--- src/rtl/odt_pkg.sv ---
// Purpose : Shared constants and types of the octal DDR memory timing controller
// Assumes : One 40 MHz system clock; all bus timing counted in half bus clocks
// Notes   : Field layouts are packed structs; reset values are the slow boot settings
package odt_pkg;

   // System clock and bus clock figures
   localparam int unsigned SYS_CLK_KHZ      = 40000;
   localparam int unsigned CRYSTAL_KHZ      = 24000;
   localparam int unsigned BUS_FAST_KHZ     = 132000;
   // Crystal-to-bus ratio times two (5.5 -> 11) for the high-speed setting
   localparam int unsigned BUS_RATIO_X2     = (2 * BUS_FAST_KHZ) / CRYSTAL_KHZ;

   // Divider: system cycles per half bus clock
   localparam logic [3:0]  DIV_SLOW         = 4'h8;
   localparam logic [3:0]  DIV_FAST         = 4'h1;

   // Boot fetch address of the flash space
   localparam logic [31:0] BOOT_VECTOR      = 32'h3000_0000;

   // Register select codes on the configuration port
   localparam logic [1:0]  SEL_CS0_CONFIG   = 2'h0;
   localparam logic [1:0]  SEL_CS0_TIMING   = 2'h1;
   localparam logic [1:0]  SEL_CS1_CONFIG   = 2'h2;
   localparam logic [1:0]  SEL_CS1_TIMING   = 2'h3;

   // Command and address phase length in bus clocks
   localparam logic [11:0] CMD_CLOCKS       = 12'h003;

   // Memory configuration word: bit 31 enable, bits 8:0 maximum length
   typedef struct packed {
      logic        maxen;
      logic [21:0] rsvd;
      logic [8:0]  maxlen;
   } odt_config_t;

   // Memory timing word
   typedef struct packed {
      logic [3:0] rsvd;
      logic [3:0] ltcy;
      logic [3:0] wcsh;
      logic [3:0] rcsh;
      logic [3:0] wcss;
      logic [3:0] rcss;
      logic [3:0] wcshi;
      logic [3:0] rcshi;
   } odt_timing_t;

   // Slow, conservative reset values
   localparam odt_config_t CONFIG_RESET = '{maxen: 1'b0, rsvd: 22'h0, maxlen: 9'h1FF};
   localparam odt_timing_t TIMING_RESET = '{rsvd: 4'h0, ltcy: 4'hF, wcsh: 4'hF, rcsh: 4'hF,
                                            wcss: 4'hF, rcss: 4'hF, wcshi: 4'hF, rcshi: 4'hF};

   // Transaction sequencer states
   typedef enum logic [2:0] {
      ST_IDLE  = 3'b000,
      ST_SETUP = 3'b001,
      ST_CMD   = 3'b010,
      ST_LAT   = 3'b011,
      ST_DATA  = 3'b100,
      ST_HOLD  = 3'b101,
      ST_GAP   = 3'b110
   } odt_state_t;

   // Transaction request
   typedef struct packed {
      logic       cs;
      logic       write;
      logic [8:0] words;
   } odt_req_t;

endpackage

--- src/rtl/odt_clkdiv.sv ---
// Purpose : Half bus clock enable pulse generator
// Assumes : Rate select is a level synchronous to sys_clk
// Notes   : A rate change takes effect on the next sys_clk cycle, even mid-count
`timescale 1ns/1ps
module odt_clkdiv (
   // Clock and reset
   input  wire logic sys_clk,
   input  wire logic rstn,
   // Rate select
   input  wire logic clk_fast,
   // Half bus clock enable
   output logic      half_tick
);

   logic [3:0] cnt_q;
   logic [3:0] limit;

   assign limit = clk_fast ? odt_pkg::DIV_FAST : odt_pkg::DIV_SLOW;

   // Count system cycles between half bus clocks
   always_ff @(posedge sys_clk or negedge rstn) begin
      if (!rstn) begin
         cnt_q     <= 4'h0;
         half_tick <= 1'b0;
      end else if (cnt_q + 4'h1 >= limit) begin
         cnt_q     <= 4'h0;
         half_tick <= 1'b1;
      end else begin
         cnt_q     <= cnt_q + 4'h1;
         half_tick <= 1'b0;
      end
   end

endmodule

--- src/rtl/odt_ctrl.sv ---
// Purpose : Two chip-select timing and latency controller for an octal DDR memory bus
// Assumes : Chip select 0 holds flash, chip select 1 holds RAM; inputs synchronous
// Notes   : All phases counted in half bus clocks so 1.5-cycle gaps are exact
`timescale 1ns/1ps

// Behaviour
// - Boot fetch starts at flash space base
// - Bus clock fast setting gives sys_clk/2, 20 MHz at 40 MHz
// - Separate config and timing per chip select
// - Maximum-length enable and 9-bit length limit
// - Read/write chip-select high time, 1.5 minimum
// - Read/write chip-select setup, one clock minimum
// - Read/write chip-select hold, one clock minimum
// - Each chip select inserts its programmed latency clocks
module odt_ctrl (
   // Clock and reset
   input  wire logic              sys_clk,
   input  wire logic              rstn,
   // Configuration write port and readback
   input  wire logic              cfg_we,
   input  wire logic [1:0]        cfg_sel,
   input  wire logic [31:0]       cfg_wdata,
   output logic      [31:0]       cfg_rdata,
   // Bus clock rate select
   input  wire logic              clk_fast,
   // Transaction request
   input  wire logic              req_valid,
   input  wire odt_pkg::odt_req_t req,
   output logic                   req_ready,
   // Memory bus pins
   output logic                   mem_bus_clock,
   output logic                   mem_bus_clock_n,
   output logic                   flash_select_n,
   output logic                   ram_select_n,
   // Status
   output logic                   in_latency,
   output logic                   data_beat,
   output logic                   done,
   output logic                   truncated,
   output logic      [31:0]       boot_vector
);

   odt_pkg::odt_config_t cs0_mem_config_q;
   odt_pkg::odt_config_t cs1_mem_config_q;
   odt_pkg::odt_timing_t cs0_mem_timing_q;
   odt_pkg::odt_timing_t cs1_mem_timing_q;
   odt_pkg::odt_state_t  state_q;
   odt_pkg::odt_req_t    cur_q;
   logic [11:0]          cnt_q;
   logic                 clk_q;
   logic                 half_tick;
   logic                 last_half;
   logic                 clk_run;
   logic                 trunc_q;
   logic [9:0]           eff_words;
   odt_pkg::odt_timing_t t_cur;
   odt_pkg::odt_timing_t t_req;

   // Timing word of a chip select
   function automatic odt_pkg::odt_timing_t tim_of(input logic cs,
                                                   input odt_pkg::odt_timing_t t0,
                                                   input odt_pkg::odt_timing_t t1);
      tim_of = cs ? t1 : t0;
   endfunction

   // Config word of a chip select
   function automatic odt_pkg::odt_config_t cfg_of(input logic cs,
                                                   input odt_pkg::odt_config_t c0,
                                                   input odt_pkg::odt_config_t c1);
      cfg_of = cs ? c1 : c0;
   endfunction

   // States in which the addressed chip select is held low
   function automatic logic in_frame(input odt_pkg::odt_state_t s);
      in_frame = (s inside {odt_pkg::ST_SETUP, odt_pkg::ST_CMD, odt_pkg::ST_LAT,
                            odt_pkg::ST_DATA, odt_pkg::ST_HOLD});
   endfunction

   // Half bus clock enable from the rate divider
   odt_clkdiv u_clkdiv (
      .sys_clk   (sys_clk),
      .rstn      (rstn),
      .clk_fast  (clk_fast),
      .half_tick (half_tick)
   );

   // Configuration registers, one pair per chip select
   always_ff @(posedge sys_clk or negedge rstn) begin
      if (!rstn) begin
         cs0_mem_config_q <= odt_pkg::CONFIG_RESET;
         cs1_mem_config_q <= odt_pkg::CONFIG_RESET;
         cs0_mem_timing_q <= odt_pkg::TIMING_RESET;
         cs1_mem_timing_q <= odt_pkg::TIMING_RESET;
      end else if (cfg_we) begin
         unique case (cfg_sel)
            odt_pkg::SEL_CS0_CONFIG: begin
               cs0_mem_config_q       <= cfg_wdata;
               cs0_mem_config_q.rsvd  <= 22'h0;
            end
            odt_pkg::SEL_CS0_TIMING: begin
               cs0_mem_timing_q       <= cfg_wdata;
               cs0_mem_timing_q.rsvd  <= 4'h0;
            end
            odt_pkg::SEL_CS1_CONFIG: begin
               cs1_mem_config_q       <= cfg_wdata;
               cs1_mem_config_q.rsvd  <= 22'h0;
            end
            odt_pkg::SEL_CS1_TIMING: begin
               cs1_mem_timing_q       <= cfg_wdata;
               cs1_mem_timing_q.rsvd  <= 4'h0;
            end
         endcase
      end
   end

   // Readback of the selected register
   always_ff @(posedge sys_clk or negedge rstn) begin
      if (!rstn) begin
         cfg_rdata   <= 32'h0000_0000;
         boot_vector <= 32'h0000_0000;
      end else begin
         boot_vector <= odt_pkg::BOOT_VECTOR;
         unique case (cfg_sel)
            odt_pkg::SEL_CS0_CONFIG: cfg_rdata <= cs0_mem_config_q;
            odt_pkg::SEL_CS0_TIMING: cfg_rdata <= cs0_mem_timing_q;
            odt_pkg::SEL_CS1_CONFIG: cfg_rdata <= cs1_mem_config_q;
            odt_pkg::SEL_CS1_TIMING: cfg_rdata <= cs1_mem_timing_q;
         endcase
      end
   end

   // Requested words capped by the maximum length when enabled
   always_comb begin
      odt_pkg::odt_config_t c;
      c = cfg_of(req.cs, cs0_mem_config_q, cs1_mem_config_q);
      if (c.maxen && ({1'b0, req.words} > {1'b0, c.maxlen} + 10'h001)) begin
         eff_words = {1'b0, c.maxlen} + 10'h001;
      end else begin
         eff_words = {1'b0, req.words};
      end
   end

   assign req_ready = (state_q == odt_pkg::ST_IDLE);
   assign last_half = half_tick && (cnt_q == 12'h001);
   assign clk_run   = (state_q == odt_pkg::ST_CMD) || (state_q == odt_pkg::ST_LAT) ||
                      (state_q == odt_pkg::ST_DATA);

   // Timing words of the running and of the offered transfer
   assign t_cur = tim_of(cur_q.cs, cs0_mem_timing_q, cs1_mem_timing_q);
   assign t_req = tim_of(req.cs, cs0_mem_timing_q, cs1_mem_timing_q);

   // Transaction sequencer; every count is in half bus clocks
   always_ff @(posedge sys_clk or negedge rstn) begin
      if (!rstn) begin
         state_q <= odt_pkg::ST_IDLE;
         cnt_q   <= 12'h000;
         cur_q   <= '0;
         trunc_q <= 1'b0;
      end else begin
         unique case (state_q)
            odt_pkg::ST_IDLE: begin
               if (req_valid) begin
                  cur_q   <= req;
                  cur_q.words <= (eff_words == 10'h000) ? 9'h001 : eff_words[8:0];
                  trunc_q <= (eff_words != {1'b0, req.words});
                  state_q <= odt_pkg::ST_SETUP;
                  // Setup of code n lasts n+1 clocks
                  cnt_q   <= {7'h00, (req.write ? t_req.wcss : t_req.rcss), 1'b0} + 12'h002;
               end
            end
            odt_pkg::ST_SETUP: begin
               if (last_half) begin
                  state_q <= odt_pkg::ST_CMD;
                  cnt_q   <= {odt_pkg::CMD_CLOCKS[10:0], 1'b0};
               end else if (half_tick) begin
                  cnt_q   <= cnt_q - 12'h001;
               end
            end
            odt_pkg::ST_CMD: begin
               if (last_half) begin
                  if (t_cur.ltcy == 4'h0) begin
                     state_q <= odt_pkg::ST_DATA;
                     cnt_q   <= {2'b00, cur_q.words, 1'b0};
                  end else begin
                     state_q <= odt_pkg::ST_LAT;
                     cnt_q   <= {7'h00, t_cur.ltcy, 1'b0};
                  end
               end else if (half_tick) begin
                  cnt_q   <= cnt_q - 12'h001;
               end
            end
            odt_pkg::ST_LAT: begin
               if (last_half) begin
                  state_q <= odt_pkg::ST_DATA;
                  cnt_q   <= {2'b00, cur_q.words, 1'b0};
               end else if (half_tick) begin
                  cnt_q   <= cnt_q - 12'h001;
               end
            end
            odt_pkg::ST_DATA: begin
               if (last_half) begin
                  state_q <= odt_pkg::ST_HOLD;
                  // Hold of code n lasts n+1 clocks
                  cnt_q   <= {7'h00, (cur_q.write ? t_cur.wcsh : t_cur.rcsh), 1'b0} + 12'h002;
               end else if (half_tick) begin
                  cnt_q   <= cnt_q - 12'h001;
               end
            end
            odt_pkg::ST_HOLD: begin
               if (last_half) begin
                  state_q <= odt_pkg::ST_GAP;
                  // High time of code n lasts n+1.5 clocks
                  cnt_q   <= {7'h00, (cur_q.write ? t_cur.wcshi : t_cur.rcshi), 1'b0} + 12'h003;
               end else if (half_tick) begin
                  cnt_q   <= cnt_q - 12'h001;
               end
            end
            odt_pkg::ST_GAP: begin
               if (last_half) begin
                  state_q <= odt_pkg::ST_IDLE;
               end else if (half_tick) begin
                  cnt_q   <= cnt_q - 12'h001;
               end
            end
            default: begin
               state_q <= odt_pkg::ST_IDLE;
            end
         endcase
      end
   end

   // Bus clock toggles only during command, latency and data; parks low
   always_ff @(posedge sys_clk or negedge rstn) begin
      if (!rstn) begin
         clk_q           <= 1'b0;
         mem_bus_clock   <= 1'b0;
         mem_bus_clock_n <= 1'b1;
      end else begin
         if (half_tick) begin
            clk_q <= clk_run ? ~clk_q : 1'b0;
         end
         mem_bus_clock   <= clk_q;
         mem_bus_clock_n <= ~clk_q;
      end
   end

   // Chip selects low from setup through hold, separate per select
   always_ff @(posedge sys_clk or negedge rstn) begin
      if (!rstn) begin
         flash_select_n <= 1'b1;
         ram_select_n   <= 1'b1;
      end else begin
         flash_select_n <= !in_frame(state_q) || cur_q.cs;
         ram_select_n   <= !in_frame(state_q) || !cur_q.cs;
      end
   end

   // Status flags and end-of-transaction pulses
   always_ff @(posedge sys_clk or negedge rstn) begin
      if (!rstn) begin
         in_latency <= 1'b0;
         data_beat  <= 1'b0;
         done       <= 1'b0;
         truncated  <= 1'b0;
      end else begin
         in_latency <= (state_q == odt_pkg::ST_LAT);
         data_beat  <= (state_q == odt_pkg::ST_DATA) && half_tick && clk_q;
         done       <= (state_q == odt_pkg::ST_GAP) && last_half;
         truncated  <= (state_q == odt_pkg::ST_GAP) && last_half && trunc_q;
      end
   end

endmodule

--- config.mk ---
export PLATFORM = sky130hd
export DESIGN_NAME = odt_ctrl
export DESIGN_NICKNAME = d
export VERILOG_FILES = /design/src/rtl/odt_pkg.sv /design/src/rtl/odt_clkdiv.sv /design/src/rtl/odt_ctrl.sv
export SDC_FILE = /design/constraint.sdc
export NUM_CORES = 1
export LEC_CHECK = 0
export BUFFER_PORTS_ARGS = -buffer_cell sky130_fd_sc_hd__buf_2
export CAP_MARGIN = 5
export CORE_MARGIN = 4
export CORE_UTILIZATION = 35
export DETAILED_ROUTE_END_ITERATION = 8
export GPL_TIMING_DRIVEN = 0
export PLACE_DENSITY = 0.58
export SYNTH_ARGS = -nofsm -noshare
export SYNTH_HDL_FRONTEND = slang
export SYNTH_SLANG_ARGS = --single-unit
--- constraint.sdc ---
create_clock -name sys_clk -period 4.8 [get_ports sys_clk]
set_input_delay 0.24 -clock sys_clk [delete_from_list [all_inputs] [get_ports sys_clk]]
set_output_delay 0.24 -clock sys_clk [all_outputs]
set_load 0.005 [all_outputs]
# ---- After elaboration in Yosys (flattened, before gate mapping)
# Index checks and enable logic that the tools add are counted.
dict set report totals {
  wordCells 122
  inputBits 50
  ff_bits 150
}
dict set report classes {
  eq_ne 19
  n_addsub 6
  mux 32
  n_lt_le_gt_ge 2
  n_bitwise 1
  reduce_logical 25
}
# op n
set ops {}
lappend ops {{$pmux 32 s4} 1}
lappend ops {{$mux 12} 8}
lappend ops {{$pmux 12 s7} 1}
lappend ops {{$mux 32} 1}
lappend ops {{$mux 28} 1}
lappend ops {{$mux 3} 8}
lappend ops {{$pmux 3 s7} 1}
lappend ops {{$mux 10} 2}
lappend ops {{$mux 4} 5}
lappend ops {{$add 5x2->6 const B} 3}
lappend ops {{$mux 16} 1}
lappend ops {{$ne 2x2->1 const B} 8}
lappend ops {{$eq 12x1->1 const B} 1}
lappend ops {{$sub 12x1->12 const B} 1}
lappend ops {{$add 9x1->10 const B} 1}
lappend ops {{$gt 9x10->1} 1}
lappend ops {{$logic_not 10->1} 1}
lappend ops {{$ne 10x9->1} 1}
lappend ops {{$reduce_and 2->1} 5}
lappend ops {{$eq 3x3->1 const B} 3}
lappend ops {{$mux 9} 1}
lappend ops {{$reduce_and 7->1} 1}
lappend ops {{$reduce_bool 7->1} 1}
lappend ops {{$eq 3x2->1 const B} 2}
lappend ops {{other kinds (15)} 26}

# ---- Depth between registers and ports, before layout
# Gate-level depths: netlist (run 1).
dict set report depth {
  word_depth 7
  mapped_depth 18
}

# ---- Cells and area by module
# Synthesis (run 1) repeated with hierarchy kept, for this count alone.
dict set report unflattened {
  hier_cells 688
  hier_area_um2 8055.2
}
# mod seq_area_each_um2 cells_per_inst area_per_inst_um2 instances
set by_module_without_submodules {}
lappend by_module_without_submodules {odt_ctrl 3649.8 669 7823.8 1}
lappend by_module_without_submodules {odt_clkdiv 125.1 19 231.5 1}

# ---- Least setup slack after synthesis (run 1)
# No wires, ideal clock.
dict set report synth_timing {
  kind {in2reg}
  from {input req[10] (netlist bit)}
  to {register cur_q[2] (netlist bit)}
  path_slack_ns 0.991
  path_stages 17
  required_ns 4.664
  setup_time_ns 0.136
  t_arrival_ns 3.672
  cell_sequence {buf_2 > buf_2 > clkbuf_1 > mux2_2 > ha_1 > nand4_1 > a211oi_1 > xnor2_1 > mux2i_1 > inv_1 > ha_1 > nand2_1 > nand2_1 > o211ai_1 > nor3_1 > mux2i_1 > o21ai_0}
}
dict set report synth_via {
  elab_chain_len 7
}
# item line
set synth_lines {}
lappend synth_lines {{start, declared} odt_ctrl.sv:28} ;# input wire odt_pkg::odt_req_t req,
lappend synth_lines {{$mux 32 (*)} odt_ctrl.sv:70} ;# cfg_of = cs ? c1 : c0;
lappend synth_lines {{$add 9x1->10} {odt_ctrl.sv:136, odt_ctrl.sv:137}}
lappend synth_lines {{$gt 9x10->1} odt_ctrl.sv:136} ;# if (c.maxen && ({1'b0, req.words} > {1'b0, c.maxlen} + 10'h001)) begin
lappend synth_lines {{$logic_and 1x1->1} odt_ctrl.sv:136}
lappend synth_lines {{$mux 10 (*)} odt_ctrl.sv:136}
lappend synth_lines {{$logic_not 10->1} odt_ctrl.sv:164} ;# cur_q.words <= (eff_words == 10'h000) ? 9'h001 : eff_words[8:0];
lappend synth_lines {{$mux 9 (*)} odt_ctrl.sv:164}
lappend synth_lines {{end signal, assigned} odt_ctrl.sv:163} ;# cur_q <= req;
lappend synth_lines {{end, declared} odt_ctrl.sv:48} ;# odt_pkg::odt_req_t cur_q;
# Every way passes the cells marked *; elsewhere a longest branch is shown, timed or not.
# A chain may end at the register's enable or synchronous reset.

# ---- Worst setup path after layout (run 1)
# Same ends and word-level chain as after synthesis.

==> results.tsv, run 1 <==
metric	value	unit
Ant. Diodes	0	
Slew @ Worst Pin	0.920	ns
Starting Density	0.356	
minimum clock period	4.38	ns
Int Pwr	3170	µW
Iter 0 DRT Violations	439	
Slew HR	0.387	
clock sinks	147	
power share of the clock group	0.283	
CTS HTree Levels	4	
Crit. End Element	flop	
number of global-route vias before repair	5847	
Clock Path Buffers	2	
Gate Count Post-Synth	687	
sequential power share	0.388	
wire length per cell	18.0	µm
Post-Syn Area per Cell	11.7	µm²
RD Place Congestion	0.849	
Die Width	160	µm
setup_tns	0	ns
port bufs	83	
global-route wire length before repair	32.9	mm
dominant cells by area after synthesis	dfstp_2, dfrtp_1, mux2_2	
final setup violation count	0	
Post-route DRC	0	
Clock Tree Root	clkbuf_16	
CP bufs+invs	4	
Yosys warning total	0	
die height	160	µm
row count	55	
CP Data Required Time	5.08	ns
Fin. Hold Viols	0	
via density per instance	5.07	
clock latency on the worst-skew pair	0.42	ns
Hold Path Stages	2	
Unique masters post-synth	67	
Total Routed Length	20.2	mm
Resized cells post-CTS	0	
Total Power	4760	µW
Final Cycle Share	0.912	
Setup crit start kind	input port	
gr usage total	0.162	
largest fanout on the critical path	10	
clk slew on worst S/H paths	0.06	ns
Seq/Total Area, Yosys	0.468	
PwrDens	496	nW/µm²
cells on worst reg2reg path	15	
P&R area growth vs syn	18.9	%
Synth area leader	dfstp_2	
initial antenna violation count	0	
Final HPWL DP	14.9	mm
synthesized area	8060	µm²
worst hold path class	in -> reg	
core footprint	22600	µm²
RSZ-0062 raised after global routing	no	
Setup Fix Bufs, Post-CTS	0	
CTS tree	built	
delay-heaviest family, CP	buffers and inverters	
leakage	0.00423	µW
combinational share of power	0.329	
Crit Path Category	in -> reg	
#FFs+latches synth	147	
total grt overflow	0	
Post-Place Cells	1088	
largest net degree at the start of global routing	78	
Pre-antenna DRT Iters	5	
CTS Buf Count	17	
Post-synth EDFFs	0	
Final Instance Count excl. Fillers	1120	
Slew Limit Fails	0	
Top-Level Pins	123	
Synth top area share	0.251	
final core occ	0.423	
crit path DAT	4.66	ns
CP cell instances	buf_2 -> buf_2 -> clkbuf_1 -> mux2_2 -> ha_1 -> nand4_1 -> a211oi_1 -> xnor2_1 -> mux2i_1 -> inv_1 -> ha_1 -> nand2_1 -> nand2_1 -> o211ai_1 -> nor3_1 -> mux2i_1 -> o21ai_0	
Sw Share	0.335	
Via Count	5673	
Layout Nets	891	
DIE AREA	25500	µm²
Final Skew	0.00788	ns
status	completed	
critical path depth	17	
Worst path max stage delay	0.69	ns
slowest stage cell on the critical path	nor3_1	
fillers	2211	
share of cells above drive strength 1	0.413	
Post-synth top flop	dfstp_2	
VDD IR max	0.290	mV
Max Fclk	229	MHz
Min Hold Slack	0.0604	ns
Max Cap Violations	0	
FFs w/ async S/R, synth	1.00	
switching power	1590	µW
number of routed nets with antenna violations	0	
worst register-to-register path: stages (launching register included):
cell	delay [ns]
dfstp_2	0.56
mux2i_1	0.18
inv_1	0.10
ha_1	0.20
nand4_1	0.22
a211oi_1	0.46
xnor2_1	0.12
mux2i_1	0.38
inv_1	0.09
ha_1	0.28
nand2_1	0.06
nand2_1	0.07
o211ai_1	0.19
nor3_1	0.69
mux2i_1	0.28
o21ai_0	0.09
per-layer routing:
layer,up-vias,track usage,part of all wire
li1,2696,-,-
met1,2827,0.227,0.48
met2,134,0.260,0.47
met3,16,0.0279,0.035
met4,0,0.0426,0.010
met5,-,0,0
cell families after synthesis:
family / synth area share
mux: 0.219
simple gates: 0.112
xor+xnor: 0.0369
buf+inv: 0.0593
other cells: 0.000932
fa+ha+maj: 0.0279
compound gates: 0.0757
flops: 0.468
area by class of cell:
cell class                 instances  area, µm²  area share
multi-input combinational        483       3930       0.410
buffer                            71        410      0.0428
timing repair buffer              85        459      0.0479
inverter                          18       67.6     0.00705
sequential                       147       3770       0.394
clock inverter                    10        120      0.0125
tap                              285        357      0.0372
clock buffer                      21        470      0.0491
flip-flops by register name, summed over array words and instances (netlist names):
name and cells:
boot_vector 1, trunc_q 1, flash_select_n 1, in_latency 1
cur_q 11, state_q 3, mem_bus_clock_n 1, cs1_mem_timing_q 28
u_clkdiv.half_tick 1, clk_q 1, cfg_rdata 29, ram_select_n 1
data_beat 1, cnt_q 12, cs1_mem_config_q 10, truncated 1
u_clkdiv.cnt_q 4, done 1, cs0_mem_timing_q 28, cs0_mem_config_q 10
mem_bus_clock 1
synth_stat cells (all sizes together), types with 3 or more instances:
cell	instances
ha	18
o21a	3
mux2	81
buf	45
nor2	28
clkbuf	26
nor3	9
mux4	21
nor3b	4
inv	18
or4	4
xor2	15
a21oi	18
nand3	15
o31ai	3
nor2b	22
o22ai	3
a22oi	6
mux2i	38
nand3b	7
or3	3
and3	5
o21ai	30
nand4	5
nand2	38
xnor2	19
a211oi	4
dfstp	77
o211ai	3
nand4b	3
a31oi	3
nor4	10
dfrtp	70
stage by stage:
stage	worst slack (ns)	area [µm²]
3_5_place_dp	0.0432	8990
6_report	0.425	9590
3_3_place_gp	0.126	8950
5_1_grt	0.0505	9590
4_1_cts	0.501	9590
2_1_floorplan	0.991	8180
power by group through the flow:
stage | registers [µW] | clock network [µW] | logic, µW
3_5_place_dp | 1870 | 0 | 1560
5_1_grt | 1890 | 1440 | 1750
6_report | 1850 | 1340 | 1570
4_1_cts | 1850 | 1380 | 1570
3_3_place_gp | 1860 | 0 | 1540
2_1_floorplan | 1800 | 0 | 1120
layout by cell type (no fill, tap or decap), types with 19 or more instances in the layout:
master	n
buf_4	34
xnor2_1	19
o21ai_0	30
mux4_2	21
dfstp_2	77
mux2i_1	38
dfrtp_1	70
clkbuf_1	27
conb_1	34
buf_2	89
nand2_1	38
nor2_1	28
nor2b_1	22
mux2_2	81
path summary, 6_finish.rpt:
kind                                                  from                               end  slack (ns)
max                                                req[10]              cur_q[2]$_DFFE_PN0P_        0.42
min                                          cfg_wdata[16]  cs0_mem_timing_q[16]$_DFFE_PN1P_        0.06
max reg2reg                cs0_mem_config_q[0]$_DFFE_PN1P_              cur_q[2]$_DFFE_PN0P_        0.69
min reg2reg                              clk_q$_DFFE_PN0P_           mem_bus_clock$_DFF_PN0_        0.44
max in group asynchronous                             rstn  cs0_mem_timing_q[21]$_DFFE_PN1P_        3.54
min in group asynchronous                             rstn              cnt_q[9]$_DFFE_PN0P_        0.43
what timing repair did:
item | CTS | global route
hold buffers | 1 | 0
endpoints found under the hold margin | 41 | 0
setup endpoints to repair | 0 | 0
No activity file was read; power rests on OpenSTA's default activity.
==> run 2, diff against run 1 <==
- CELL_PAD_IN_SITES_DETAIL_PLACEMENT: not set -> 1
- CELL_PAD_IN_SITES_GLOBAL_PLACEMENT: not set -> 1
- CORE_UTILIZATION: 35 -> 46
- PLACE_DENSITY: 0.58 -> 0.85
- SKIP_LAST_GASP: not set -> 1
==> run 2 against run 1 <==
- total power grew 4.7%
- critical endpoint is now cur_q[1]$_DFFE_PN0P_
- worst setup slack gained 0.082 ns
- count of clock-buffer cells in the layout shrank 2
- highest routed layer is now met5
- combinational power grew 7%
- hold slack lost 0.0041 ns
- non-clock buffer count is the same
==> results.tsv, run 2 (same netlist as run 1, synthesis figures left out) <==
metric	value	unit
status	completed	
met2 Use GR	0.440	
Biggest register	cfg_rdata	
crit path DAT	4.59	ns
Final Cycle Share	0.894	
row count	48	
gr busiest metal	met2	
Crit Path Category	reg -> reg	
RSZ-0062 raised after global routing	no	
Worst path max stage delay	0.58	ns
Total Routed Length	24.6	mm
Iter 0 DRT Violations	469	
CTS HTree Levels	4	
Top-Level Pins	123	
gr usage total	0.256	
die height	140	µm
largest net degree at the start of global routing	104	
slowest stage cell on the critical path	dfstp_2	
Layout Nets	891	
leakage	0.00425	µW
Final HPWL DP	16.4	mm
clock sinks	147	
minimum clock period	4.29	ns
Slew Limit Fails	0	
Final Instance Count excl. Fillers	1061	
Pre-antenna DRT Iters	8	
CTS Buf Count	17	
Setup crit start kind	flop	
commonest non-fill, non-tap cell in the layout	buf_2	
CP Data Required Time	5.10	ns
Post-route DRC	0	
max reg flops	29	
number of routed nets with antenna violations	0	
Clock Tree Root	clkbuf_16	
met1 Track Usage GR	0.318	
Ant. Diodes	0	
final instance area	9540	µm²
Die Width	140	µm
VDD IR max	0.337	mV
Slew HR	0.401	
Max Fclk	233	MHz
core footprint	17200	µm²
DIE AREA	19700	µm²
Min Hold Slack	0.0563	ns
fillers	1815	
final setup violation count	0	
global-route wire length before repair	39.2	mm
Largest regs	cfg_rdata: 29 flops, cs0_mem_timing_q: 28 flops, cs1_mem_timing_q: 28 flops	
clk slew on worst S/H paths	0.06	ns
Clock Path Buffers	2	
via density per instance	5.93	
largest fanout on the critical path	6	
commonest non-fill, non-tap cells in the layout	buf_2, mux2_2, dfstp_2	
clock latency on the worst-skew pair	0.44	ns
P&R area growth vs syn	18.4	%
RD Place Congestion	0.857	
port bufs	83	
Post-Place Cells	1028	
initial antenna violation count	1	
share of cells above drive strength 1	0.416	
wire length per cell	23.2	µm
dpl cell area	8910	µm²
number of global-route vias before repair	6796	
R2R Setup Slk	0.51	ns
worst hold path class	in -> reg	
Final WS setup	0.507	ns
total grt overflow	0	
CTS tree	built	
CP cell instances	mux2i_1 -> inv_1 -> ha_1 -> nand4_1 -> a211oi_1 -> xnor2_1 -> mux2i_1 -> inv_1 -> ha_1 -> a211oi_1 -> o2111a_1 -> or3_1 -> clkbuf_1 -> mux2i_1 -> o21ai_0	
pre-CTS WS	-0.0675	ns
Fin. Hold Viols	0	
Crit. End Element	flop	
most used cell, CP	mux2i_1	
Slew @ Worst Pin	0.899	ns
Starting Density	0.468	
Final Skew	0.0117	ns
M3 GR Usage	0.0539	
PwrDens	522	nW/µm²
Via Count	6287	
Max Cap Violations	0	
final core occ	0.554	
## run 2: per-layer routing
metal  vias to the layer above  part of all wire
li1                       2694                 -
met2                       290              0.51
met4                         2             0.031
met1                      3232              0.40
met3                        69             0.061
met5                         -           0.00041
## run 2: path summary, 6_finish.rpt
| kind | start | to | cells after the start |
|---|---|---|---|
| setup / recovery | cs1_mem_config_q[0]$_DFFE_PN1P_ | cur_q[1]$_DFFE_PN0P_ | 15 |
| hold / removal | cfg_wdata[22] | cs0_mem_timing_q[22]$_DFFE_PN1P_ | 2 |
| setup reg to reg | cs1_mem_config_q[0]$_DFFE_PN1P_ | cur_q[1]$_DFFE_PN0P_ | 15 |
| hold reg to reg | clk_q$_DFFE_PN0P_ | mem_bus_clock$_DFF_PN0_ | 0 |
| max in group asynchronous | rstn | cs0_mem_config_q[7]$_DFFE_PN1P_ | 3 |
| min in group asynchronous | rstn | cfg_rdata[21]$_DFF_PN0_ | 2 |
## run 2: per-stage QoR
step,total power (µW),TNS (ns)
floorplan,2920,0
global placement,3380,0
detailed placement,3480,-0.0847
CTS,4970,0
global route,5230,0
finish,4980,0
## run 2: area by class of cell
type | count | area (µm²) | share of cell area
sequential | 147 | 3770 | 0.396
timing repair buffer | 85 | 459 | 0.0481
clock buffer | 19 | 443 | 0.0464
buffer | 71 | 412 | 0.0431
inverter | 18 | 67.6 | 0.00708
multi-input combinational | 483 | 3930 | 0.412
clock inverter | 13 | 170 | 0.0178
tap | 225 | 282 | 0.0295
## run 2: what timing repair did
item,CTS,global route
gates resized for setup,0,3
buffers inserted,0,0
endpoints found under the setup margin,0,7
endpoints found under the hold margin,29,0
hold buffers,1,0
## run 2: power breakdown
group / total (µW) / leakage (µW) / internal [µW] / switching [µW]
clock network: 1410 / 0.000303 / 841 / 573
registers: 1890 / 0.00170 / 1630 / 256
logic: 1680 / 0.00225 / 729 / 950
total: 4980 / 0.00425 / 3200 / 1780
## run 2: worst max-delay path, delay by kind of cell, from the launching register on
kind	cells	cell delay, ns
xor+xnor	1	0.11
buf+inv	3	0.50
compound gates	4	1.26
fa+ha+maj	2	0.43
simple gates	2	0.40
flops	1	0.58
mux	3	0.85
==> run 3, diff against run 2 <==
- PLACE_DENSITY: 0.85 -> 0.81
==> run 3 against run 2 <==
- clock power fell by 5%
- clock skew is 0.0015 ns lower
- sequential share of layout area up 0.083 points
- largest power group unchanged
- register-to-register slack better by 0.04 ns
- highest routed layer is now met4
- critical path depth grew 2
- fmax up 0.13%
- die area stayed put
- core utilization fell by 0.12 points
- sequential power about the same
- critical path type is now in -> reg
- hold slack gained 0.0088 ns
- wire length decreased by 5.0%
- count of clock-buffer cells in the layout is 2 higher
==> results.tsv, run 3 (same netlist as run 1, synthesis figures left out) <==
metric	value	unit
status	completed	
clock latency on the worst-skew pair	0.43	ns
Largest regs	cfg_rdata: 29 flops, cs0_mem_timing_q: 28 flops, cs1_mem_timing_q: 28 flops	
Slew @ Worst Pin	0.892	ns
Iter 0 DRT Violations	330	
Fin. Hold Viols	0	
via density per instance	5.78	
VDD IR max	0.314	mV
largest net degree at the start of global routing	106	
Biggest register	cfg_rdata	
CTS tree	built	
Crit Path Category	in -> reg	
total grt overflow	0	
port bufs	83	
Final HPWL DP	16.6	mm
Post-Place Cells	1028	
footprint of the multi-input gates	3930	µm²
CP Data Required Time	5.08	ns
clock sinks	147	
Top-Level Pins	123	
Pre-antenna DRT Iters	7	
CP cell instances	buf_2 -> buf_2 -> clkbuf_2 -> mux2_2 -> ha_1 -> nand4_1 -> a211oi_1 -> xnor2_1 -> mux2i_1 -> inv_1 -> ha_1 -> a211oi_1 -> o2111a_1 -> or3_1 -> clkbuf_1 -> mux2i_1 -> o21ai_0	
max reg flops	29	
crit path DAT	4.57	ns
final setup violation count	0	
Via Count	6130	
row count	48	
number of routed nets with antenna violations	0	
delay-heaviest family, CP	compound AO/OA/AOI/OAI gates	
Worst path max stage delay	0.52	ns
Die Width	140	µm
RD Place Congestion	0.894	
Slew Limit Fails	0	
CP bufs+invs	5	
commonest non-fill, non-tap cells in the layout	buf_2, mux2_2, dfstp_2	
wire length per cell	22.1	µm
largest fanout on the critical path	10	
Total Routed Length	23.4	mm
leakage	0.00424	µW
worst hold path class	in -> reg	
die height	140	µm
global-route wire length before repair	37.9	mm
Final Cycle Share	0.893	
PwrDens	512	nW/µm²
Final Instance Count excl. Fillers	1061	
Slew HR	0.405	
Setup crit start kind	input port	
DIE AREA	19700	µm²
minimum clock period	4.29	ns
share of cells above drive strength 1	0.416	
P&R area growth vs syn	18.1	%
setup_tns	0	ns
core footprint	17200	µm²
slowest stage cell on the critical path	a211oi_1	
clk slew on worst S/H paths	0.06	ns
Crit. End Element	flop	
Layout Nets	891	
Starting Density	0.468	
Max Fclk	233	MHz
Min Hold Slack	0.0651	ns
Clock Path Buffers	2	
initial antenna violation count	0	
Ant. Diodes	0	
CTS HTree Levels	4	
gr usage total	0.244	
CTS Buf Count	17	
Post-route DRC	0	
commonest non-fill, non-tap cell in the layout	buf_2	
Final Skew	0.0102	ns
RSZ-0062 raised after global routing	no	
FF+latch area	3770	µm²
Max Cap Violations	0	
fillers	1848	
number of global-route vias before repair	6769	
Clock Tree Root	clkbuf_16	
[run 3: cell types whose count changed in the layout (fill, tap and decap cells not counted), sizes merged]
cell / previous run / this run
clkinv: 5 / 2
clkinvlp: 0 / 2
bufinv: 3 / 1
inv: 23 / 24
clkbuf: 45 / 47
[run 3: routing by layer]
layer  GRT usage  wire length [µm]  vias to the layer above
li1            -                 -                     2703
met1       0.301              9300                     3166
met2       0.429             12300                      212
met3      0.0485              1220                       49
met4      0.0785               561                        0
met5           0                 0                        -
[run 3: worst register-to-register path, cell delays in order, from the launching register on]
cell and delay, ns:
dfstp_2 0.56, mux2i_1 0.21, inv_1 0.15, ha_1 0.23, nand4_1 0.24, a211oi_1 0.52, xnor2_1 0.13, mux2i_1 0.36
inv_1 0.09, ha_1 0.20, a211oi_1 0.33, o2111a_1 0.38, or3_1 0.16, clkbuf_1 0.24, mux2i_1 0.23, o21ai_0 0.10
[run 3: layout make-up]
cell class              instances  area share
plain buffers                  71      0.0432
multi-input cells             483       0.413
well taps                     225      0.0296
clock inverters                11      0.0117
inverters                      18     0.00710
clock buffers                  21      0.0506
flip-flops and latches        147       0.396
repair buffers                 85      0.0482
[run 3: repair_timing]
action | 4_1_cts | 5_1_grt
resized for setup | 0 | 3
hold buffers | 1 | 0
endpoints found under the setup margin | 0 | 6
buffers inserted | 0 | 0
hold endpoints to repair | 31 | 0
[run 3: metrics by stage]
stage                     utilization  power [µW]  area (µm²)  worst slack [ns]
after floorplan                     -        2920        8180             0.991
after global placement          0.515        3370        8880             0.140
after detailed placement        0.517        3490        8910            -0.143
after CTS                       0.552        4870        9520             0.251
after global routing            0.552        5140        9520             0.134
final                           0.552        4870        9520             0.512
[run 3: where the power goes]
group | internal, µW | switching (µW) | leakage, µW | total [µW]
logic | 731 | 923 | 0.00225 | 1650
registers | 1630 | 243 | 0.00170 | 1880
clock network | 782 | 562 | 0.000287 | 1340
[run 3: worst paths after layout]
check / startpoint / to / slack, ns / cells after the start
max in group asynchronous: rstn / cs1_mem_config_q[5]$_DFFE_PN1P_ / 3.62 / 3
hold / removal: cfg_wdata[31] / cs0_mem_config_q[31]$_DFFE_PN0P_ / 0.07 / 2
setup reg to reg: cs0_mem_config_q[0]$_DFFE_PN1P_ / cur_q[1]$_DFFE_PN0P_ / 0.55 / 15
hold reg to reg: clk_q$_DFFE_PN0P_ / mem_bus_clock$_DFF_PN0_ / 0.45 / 0
setup / recovery: req[10] / cur_q[1]$_DFFE_PN0P_ / 0.51 / 17
min in group asynchronous: rstn / boot_vector[28]$_DFF_PN0_ / 0.32 / 2
